### config.mk
export PLATFORM = sky130hd
export DESIGN_NAME = sisp_regs
export DESIGN_NICKNAME = d
export VERILOG_FILES = /design/src/sisp_pkg.sv /design/src/sisp_sticky_flag.sv /design/src/sensor_id_status_period_regs.sv
export SDC_FILE = /design/constraint.sdc
export NUM_CORES = 1
export LEC_CHECK = 0
export ABC_AREA = 1
export BUFFER_PORTS_ARGS = -buffer_cell sky130_fd_sc_hd__buf_4
export CAP_MARGIN = 20
export CORE_MARGIN = 10
export CORE_UTILIZATION = 30
export DETAILED_ROUTE_END_ITERATION = 10
export PLACE_DENSITY = 0.59
export REMOVE_ABC_BUFFERS = 1
export SYNTH_ARGS = -nofsm -noshare
export SYNTH_HDL_FRONTEND = slang
export SYNTH_SLANG_ARGS = --single-unit
### constraint.sdc
create_clock -name clk -period 1.5 [get_ports clk]
set_input_delay 0.15 -clock clk [delete_from_list [all_inputs] [get_ports clk]]
set_output_delay 0.15 -clock clk [all_outputs]
set_load 0.05 [all_outputs]
### src/sisp_pkg.sv
// Shared constants and carrier types for the sensor id, status and period
// register bank. Assumes an 8-bit register access port from the serial front end.
package sisp_pkg;

    // Register offsets
    localparam logic [7:0] ADDR_IDENTITY = 8'h00;
    localparam logic [7:0] ADDR_STATUS = 8'h01;
    localparam logic [7:0] ADDR_PERIOD_HIGH = 8'h02;

    // Status field positions
    localparam int STS_INIT_DONE = 7;
    localparam int STS_PIN_LEVEL = 6;
    localparam int STS_TEMP_ERR = 5;
    localparam int STS_SUPPLY_ERR = 4;
    localparam int STS_BAD_CMD_ERR = 3;
    localparam int STS_TEMP_CLR = 2;
    localparam int STS_SUPPLY_CLR = 1;
    localparam int STS_BAD_CMD_CLR = 0;

    // Identity field positions
    localparam int ID_PART_MSB = 7;
    localparam int ID_PART_LSB = 5;
    localparam int ID_VER_MSB = 4;
    localparam int ID_VER_LSB = 0;

    // Sticky flag indices, in status order from bit 5 downward
    localparam int FLAG_TEMP = 2;
    localparam int FLAG_SUPPLY = 1;
    localparam int FLAG_BAD_CMD = 0;
    localparam int NUM_FLAGS = 3;

    // Reset values
    localparam logic [7:0] STATUS_RESET = 8'hC0;
    localparam logic [7:0] PERIOD_HIGH_RESET = 8'h00;
    localparam logic [7:0] PERIOD_LOW_RESET = 8'h3C;

    // Period field layout and limits, one count per second
    localparam int PERIOD_FIELD_W = 4;
    localparam logic [7:0] PERIOD_HIGH_MAX = 8'h0F;
    localparam logic [7:0] PERIOD_HIGH_SUBST = 8'h0F;
    localparam logic signed [15:0] PERIOD_MIN_S = 16'sh0005;
    localparam logic signed [15:0] PERIOD_MAX_S = 16'sh0FFF;

    // Operating modes seen from the configuration register
    typedef enum logic [1:0] {
        MODE_IDLE = 2'b00,
        MODE_SINGLE = 2'b01,
        MODE_CONT = 2'b10,
        MODE_RSVD = 2'b11
    } sisp_mode_t;

    // Register access request from the serial front end
    typedef struct packed {
        logic wrEn;
        logic rdEn;
        logic [7:0] addr;
        logic [7:0] data;
    } sisp_req_t;

    // Error events detected elsewhere in the device
    typedef struct packed {
        logic tempRange;
        logic supplyRange;
        logic badCommand;
    } sisp_events_t;

endpackage

### src/sisp_sticky_flag.sv
// One sticky error flag with a write-one clear.
// Assumes set and clear are single-cycle qualified strobes.
`timescale 1ns/1ns
`default_nettype none
module sisp_sticky_flag (
    // Clock and reset
    input wire logic clk,
    input wire logic sys_rst,
    // Set and clear strobes
    input wire logic setEv,
    input wire logic clrEv,
    // Flag state
    output logic flag
);
    logic flag_q;
    logic flag_d;

    always_comb begin
        flag_d = flag_q;
        if (setEv) begin
            flag_d = 1'b1;
        end else if (clrEv) begin
            flag_d = 1'b0;
        end
    end

    always_ff @(posedge clk) begin
        if (sys_rst) begin
            flag_q <= 1'b0;
        end else begin
            flag_q <= flag_d;
        end
    end

    assign flag = flag_q;
endmodule
`default_nettype wire

### src/sensor_id_status_period_regs.sv
// Identity, sensor status and upper period register of the gas sensor bank.
// Assumes a synchronous 8-bit register port from the serial front end and
// that the low period byte and mode register live in a neighbouring block.
`timescale 1ns/1ns
`default_nettype none
module sisp_regs #(
    parameter logic [2:0] PART_TYPE = 3'h5,    // Arbitrary value
    parameter logic [4:0] VERSION = 5'h0A      // Arbitrary value
) (
    // Clock and reset
    input wire logic clk,
    input wire logic sys_rst,
    // Register access
    input wire sisp_pkg::sisp_req_t req,
    output logic [7:0] rdData,
    output logic rdValid,
    // Device state inputs
    input wire logic initOk,
    input wire logic pulse_out_disable_pin,
    input wire sisp_pkg::sisp_events_t events,
    // Neighbouring period and mode logic
    input wire logic [7:0] period_low,
    input wire logic periodLowBadWrite,
    input wire logic [1:0] opMode,
    // Results
    output logic [7:0] period_high,
    output logic [15:0] activePeriod,
    output logic periodLatched,
    output logic [7:0] sensor_status
);
    import sisp_pkg::*;

    // Clamp the concatenated signed period into its legal range
    function automatic logic [15:0] clampPeriod(input logic [7:0] hi, input logic [7:0] lo);
        logic signed [15:0] raw;
        logic [15:0] res;
        raw = {hi, lo};
        res = raw;
        if (raw > PERIOD_MAX_S) begin
            res = PERIOD_MAX_S;
        end else if (raw < PERIOD_MIN_S) begin
            res = PERIOD_MIN_S;
        end
        return res;
    endfunction

    // Register decode
    function automatic logic hitAddr(input sisp_req_t r, input logic [7:0] a);
        return r.addr == a;
    endfunction

    logic wrStatus;
    logic wrHigh;
    logic highBad;
    logic [NUM_FLAGS-1:0] flagSet;
    logic [NUM_FLAGS-1:0] flagClr;
    logic [NUM_FLAGS-1:0] flags;
    logic [7:0] identity_register;
    logic [7:0] statusView;
    logic initDone_q;
    logic pinLevel_q;
    logic [7:0] periodHigh_q;
    logic [7:0] periodHigh_d;
    logic [15:0] activePeriod_q;
    logic periodLatched_q;
    logic [7:0] rdData_q;
    logic [7:0] rdData_d;
    logic rdValid_q;
    logic [7:0] status_q;
    sisp_mode_t modeNow;
    sisp_mode_t mode_q;

    always_comb begin
        identity_register = '0;
        identity_register[ID_PART_MSB:ID_PART_LSB] = PART_TYPE;
        identity_register[ID_VER_MSB:ID_VER_LSB] = VERSION;
    end

    assign wrStatus = req.wrEn && hitAddr(req, ADDR_STATUS);
    assign wrHigh = req.wrEn && hitAddr(req, ADDR_PERIOD_HIGH);
    assign highBad = wrHigh && (req.data > PERIOD_HIGH_MAX);

    assign flagClr[FLAG_TEMP] = wrStatus && req.data[STS_TEMP_CLR];
    assign flagClr[FLAG_SUPPLY] = wrStatus && req.data[STS_SUPPLY_CLR];
    assign flagClr[FLAG_BAD_CMD] = wrStatus && req.data[STS_BAD_CMD_CLR];

    assign flagSet[FLAG_TEMP] = events.tempRange;
    assign flagSet[FLAG_SUPPLY] = events.supplyRange;
    assign flagSet[FLAG_BAD_CMD] = events.badCommand || highBad || periodLowBadWrite;

    genvar gi;
    generate
        for (gi = 0; gi < NUM_FLAGS; gi++) begin : g_flag
            sisp_sticky_flag u_flag (
                .clk(clk),
                .sys_rst(sys_rst),
                .setEv(flagSet[gi]),
                .clrEv(flagClr[gi]),
                .flag(flags[gi])
            );
        end
    endgenerate

    always_ff @(posedge clk) begin
        if (sys_rst) begin
            initDone_q <= STATUS_RESET[STS_INIT_DONE];
        end else begin
            initDone_q <= initOk;
        end
    end

    always_ff @(posedge clk) begin
        if (sys_rst) begin
            pinLevel_q <= STATUS_RESET[STS_PIN_LEVEL];
        end else if (pulse_out_disable_pin != pinLevel_q) begin
            pinLevel_q <= pulse_out_disable_pin;
        end
    end

    always_comb begin
        statusView = '0;
        statusView[STS_INIT_DONE] = initDone_q;
        statusView[STS_PIN_LEVEL] = pinLevel_q;
        statusView[STS_TEMP_ERR] = flags[FLAG_TEMP];
        statusView[STS_SUPPLY_ERR] = flags[FLAG_SUPPLY];
        statusView[STS_BAD_CMD_ERR] = flags[FLAG_BAD_CMD];
    end

    always_ff @(posedge clk) begin
        if (sys_rst) begin
            status_q <= STATUS_RESET;
        end else begin
            status_q <= statusView;
        end
    end

    always_comb begin
        periodHigh_d = periodHigh_q;
        if (highBad) begin
            periodHigh_d = PERIOD_HIGH_SUBST;
        end else if (wrHigh) begin
            periodHigh_d = req.data;
        end
    end

    always_ff @(posedge clk) begin
        if (sys_rst) begin
            periodHigh_q <= PERIOD_HIGH_RESET;
        end else begin
            periodHigh_q <= periodHigh_d;
        end
    end

    // Reserved mode code behaves as idle
    always_comb begin
        case (opMode)
            MODE_IDLE: modeNow = MODE_IDLE;
            MODE_SINGLE: modeNow = MODE_SINGLE;
            MODE_CONT: modeNow = MODE_CONT;
            default: modeNow = MODE_IDLE;
        endcase
    end

    always_ff @(posedge clk) begin
        if (sys_rst) begin
            mode_q <= MODE_IDLE;
        end else begin
            mode_q <= modeNow;
        end
    end

    always_ff @(posedge clk) begin
        if (sys_rst) begin
            activePeriod_q <= clampPeriod(PERIOD_HIGH_RESET, PERIOD_LOW_RESET);
            periodLatched_q <= 1'b0;
        end else if (mode_q == MODE_IDLE && modeNow == MODE_CONT) begin
            activePeriod_q <= clampPeriod(periodHigh_q, period_low);
            periodLatched_q <= 1'b1;
        end else begin
            periodLatched_q <= 1'b0;
        end
    end

    // Read mux, unmapped addresses read zero
    always_comb begin
        rdData_d = '0;
        if (hitAddr(req, ADDR_IDENTITY)) begin
            rdData_d = identity_register;
        end else if (hitAddr(req, ADDR_STATUS)) begin
            rdData_d = statusView;
        end else if (hitAddr(req, ADDR_PERIOD_HIGH)) begin
            rdData_d = periodHigh_q;
        end
    end

    always_ff @(posedge clk) begin
        if (sys_rst) begin
            rdData_q <= '0;
            rdValid_q <= 1'b0;
        end else begin
            rdValid_q <= req.rdEn;
            if (req.rdEn) begin
                rdData_q <= rdData_d;
            end
        end
    end

    assign rdData = rdData_q;
    assign rdValid = rdValid_q;
    assign period_high = periodHigh_q;
    assign activePeriod = activePeriod_q;
    assign periodLatched = periodLatched_q;
    assign sensor_status = status_q;
endmodule
`default_nettype wire

==> impl_results.md <==
* DR WL met2 at ~2700 microns
* Crit-path leading delay family: simple AND/OR/NAND/NOR gates
* # rows at 29
* Setup CP Type: reg2reg
* P_leak at 1.47 nW
* Crit-path cells: inv_2, nand2_2, nor2_2, nand4_1, nor4_2, ha_1, buf_4, nor2_1, a21o_1, inv_1
* Gate power share at 17.0%
* Final cell count without fillers at 449
* PnR worst setup slack at -0.0851 ns
* R2r worst-path depth at 10
* CTS root buf: clkbuf_8
* Warnings, synthesis at 0
* Area grow syn2layout at 44.5%
* Initial DRC count at 53
* Gpl congestion at just over 0.8
* Filler Cell Count at 658
* Detailed Route WL at slightly below 6000 microns
* Worst-case clock buffer depth at 2
* Die width at 102 microns
* Most frequent cells in the layout: buf_4, nand2_1, dfxtp_1, inv_1, nor2_1
* Synthesized area at approximately 2000 sq um
* Status: complete, but fails checks
* H-tree depth at 2
* Via density at approximately 4.4
* RSZ-0062 raised after global routing: true
* First-pass GRT wire length at 9200 microns
* Arrival @ worst endpoint at 1.81 ns
* Post-layout min period at roughly 1.6 ns
* # hold bufs at CTS at 0
* WL met3 at 440 microns
* Pre-Repair DR Iteration Count at 4
* Die Y at 102 microns
* Nets at slightly above 400
* Die area at 10,400 sq um
* Worst Path Buf+Inv at 3
* # placed instances at between 400 and 500
* FF/Latch Area at ~900 sq um
* P per Cell Area at approximately 920 nW/um^2
* Worst path slowest cell: dfxtp_2
* Hold Crit Class: in2reg
* Boundary pin count at 78
* Via Count at around 2,000
* Avg Cell Area, Syn at around 7.1 sq um
* Register-to-Register Setup Slack at -0.09 ns
* Hold path depth at 2
* Syn Inst Count at between 200 and 300
* Switch share at ~28%
* Total net switching power at around 0.75 mW
* CP startpoint kind: flip-flop
* Power Total at ~2.7 mW
* GRT overflow at 0
* Largest net degree at the start of global routing at 33
* Clock transition at path regs at approximately 0.090 ns
* Worst r2r dst: activePeriod[0]
* Clk_lat worst skew at slightly above 0.3 ns
* Fmax at 631 MHz
* Final std cell area, no fill at 2910 sq um
* Area of the multi-input gates at approximately 900 sq um
* RR Startpoint: period_high[5]
* Max-cap viol count at 0
* Vias in the first global route at 1,921
* Final Cycle Share at 106%
* DRC Markers at 0
* Fraction of layout instances using a drive strength above 1 at 38.2%
* Initial core utilization at about a third
* Wl on met1 at roughly 2600 microns
* Antenna Cells at 0
* Worst hold margin at roughly 0.022 ns
* Sequential area share after synthesis at 45.7%
* Hold_sp: opMode[1]
* #FFs+latches synth at 46
* Clk network pwr share at between 30% and 40%
* Core area at about 6400 sq um
* Initial antenna violation count at 0
* Routed Antenna Nets at 0
* Sequential share of power at 48.4%
* Max layer used: met4
* Area after DPL at around 2700 sq um
* Setup Viol. Count Final at 13
* Slew Limit Fails at 0
* Yosys cell types at 30
* PortBufs at 74
* Worst Hold End: mode_q[0]
* Clk_skew at ~0.0096 ns
* Critical Path Fanout Max at 4
* Clk sinks at between 40 and 50
* Crit path capture type: flip-flop
* VDD IR max at between 0.5 and 0.6 mV
* CP peak stage delay at ~0.33 ns
* Final HPWL DP at about 4700 microns
* DR WL/cell at between 10 and 15 microns
* CTS tree: yes
* Global-route usage over all layers at about 11%
* Final count of hold timing violations at 0
* Most common cell after layout, fill and taps aside: buf_4
* End-of-flow core utilization at a little under half
* Cts bufs inserted at 5
* Violated checks: setup timing
* Critical Path RT at 1.72 ns
* P_int at 1.92 mW
* WP depth at 10
==> worst max-delay path by stage <==
stage | from | endpoint | slack, ns
final | period_high[5] | activePeriod[0] | -0.09
after global routing | period_high[5] | activePeriod[2] | -0.24
after CTS | period_high[5] | activePeriod[2] | -0.09
after detailed placement | period_high[5] | activePeriod[2] | -0.14
after global placement | period_high[3] | activePeriod[2] | -0.06
after floorplan | period_high[5] | activePeriod[2] | -0.38
==> cell type report <==
cell class / count / share of cell area (%)
well taps: 77 / 3.31
flip-flops and latches: 46 / 31.7
clock buffers: 5 / 2.36
repair buffers: 91 / 23.7
inverters: 44 / 5.76
multi-input cells: 183 / 31.8
clock inverters: 3 / 1.38
==> kinds of logic after synthesis <==
kind of cell / after synthesis / synth area share (%)
DFF: 46 / 45.7
AOI/OAI and AO/OA: 37 / 10.1
and+or+nand+nor: 142 / 31.5
adders and majority gates: 1 / 0.621
buffers and inverters: 55 / 11.9
other: 1 / 0.186
==> cell usage after synthesis (all sizes together) <==
library cell  number  share of area [%]
ha                 1               0.62
nand2             68                 14
o21ai             14                3.7
inv               44                8.3
nor4               1               0.31
buf                7                2.9
a21o               2               0.75
clkbuf             4               0.75
dfxtp             46                 46
o22ai              4                1.2
conb               1               0.19
or2                4                1.2
a21oi             17                4.4
nor3               1               0.25
nand4              5                1.6
nor2              50                 11
nand3             13                3.5
==> power by group through the flow <==
stage | Clock [mW] | Sequential, mW | Combinational, mW
2_1_floorplan | 0 | 1.44 | 0.137
3_3_place_gp | 0 | 1.32 | 0.444
3_5_place_dp | 0 | 1.32 | 0.446
4_1_cts | 0.939 | 1.29 | 0.449
5_1_grt | 0.984 | 1.30 | 0.491
6_report | 0.926 | 1.29 | 0.453
==> state kept, by name, indices dropped and copies added, names as in the netlist <==
name                count
initDone_q              1
activePeriod           16
g_flag.u_flag.flag      3
mode_q                  2
rdValid                 1
rdData                  8
pinLevel_q              1
sensor_status           5
period_high             8
periodLatched           1
==> metal layers <==
layer | global-route usage (%) | up-vias
li1 | - | 1037
met1 | 13.3 | 861
met2 | 18.1 | 51
met3 | 4.18 | 5
met4 | 3.58 | 0
met5 | 0 | -
==> stage by stage <==
| step | worst slack, ns | TNS (ns) |
|---|---|---|
| final | -0.0851 | -0.514 |
| after global routing | -0.237 | -2.79 |
| after CTS | -0.0901 | -0.875 |
| after detailed placement | -0.136 | -1.01 |
| after global placement | -0.0580 | -0.131 |
| after floorplan | -0.378 | -4.41 |
==> repair_timing <==
item	in CTS	in global routing
pin swaps	1	12
cloned	0	0
setup buffers	0	1
gates resized for setup	5	21
endpoints found under the setup margin	15	15
Note: power is estimated with default switching activity, not from simulation.
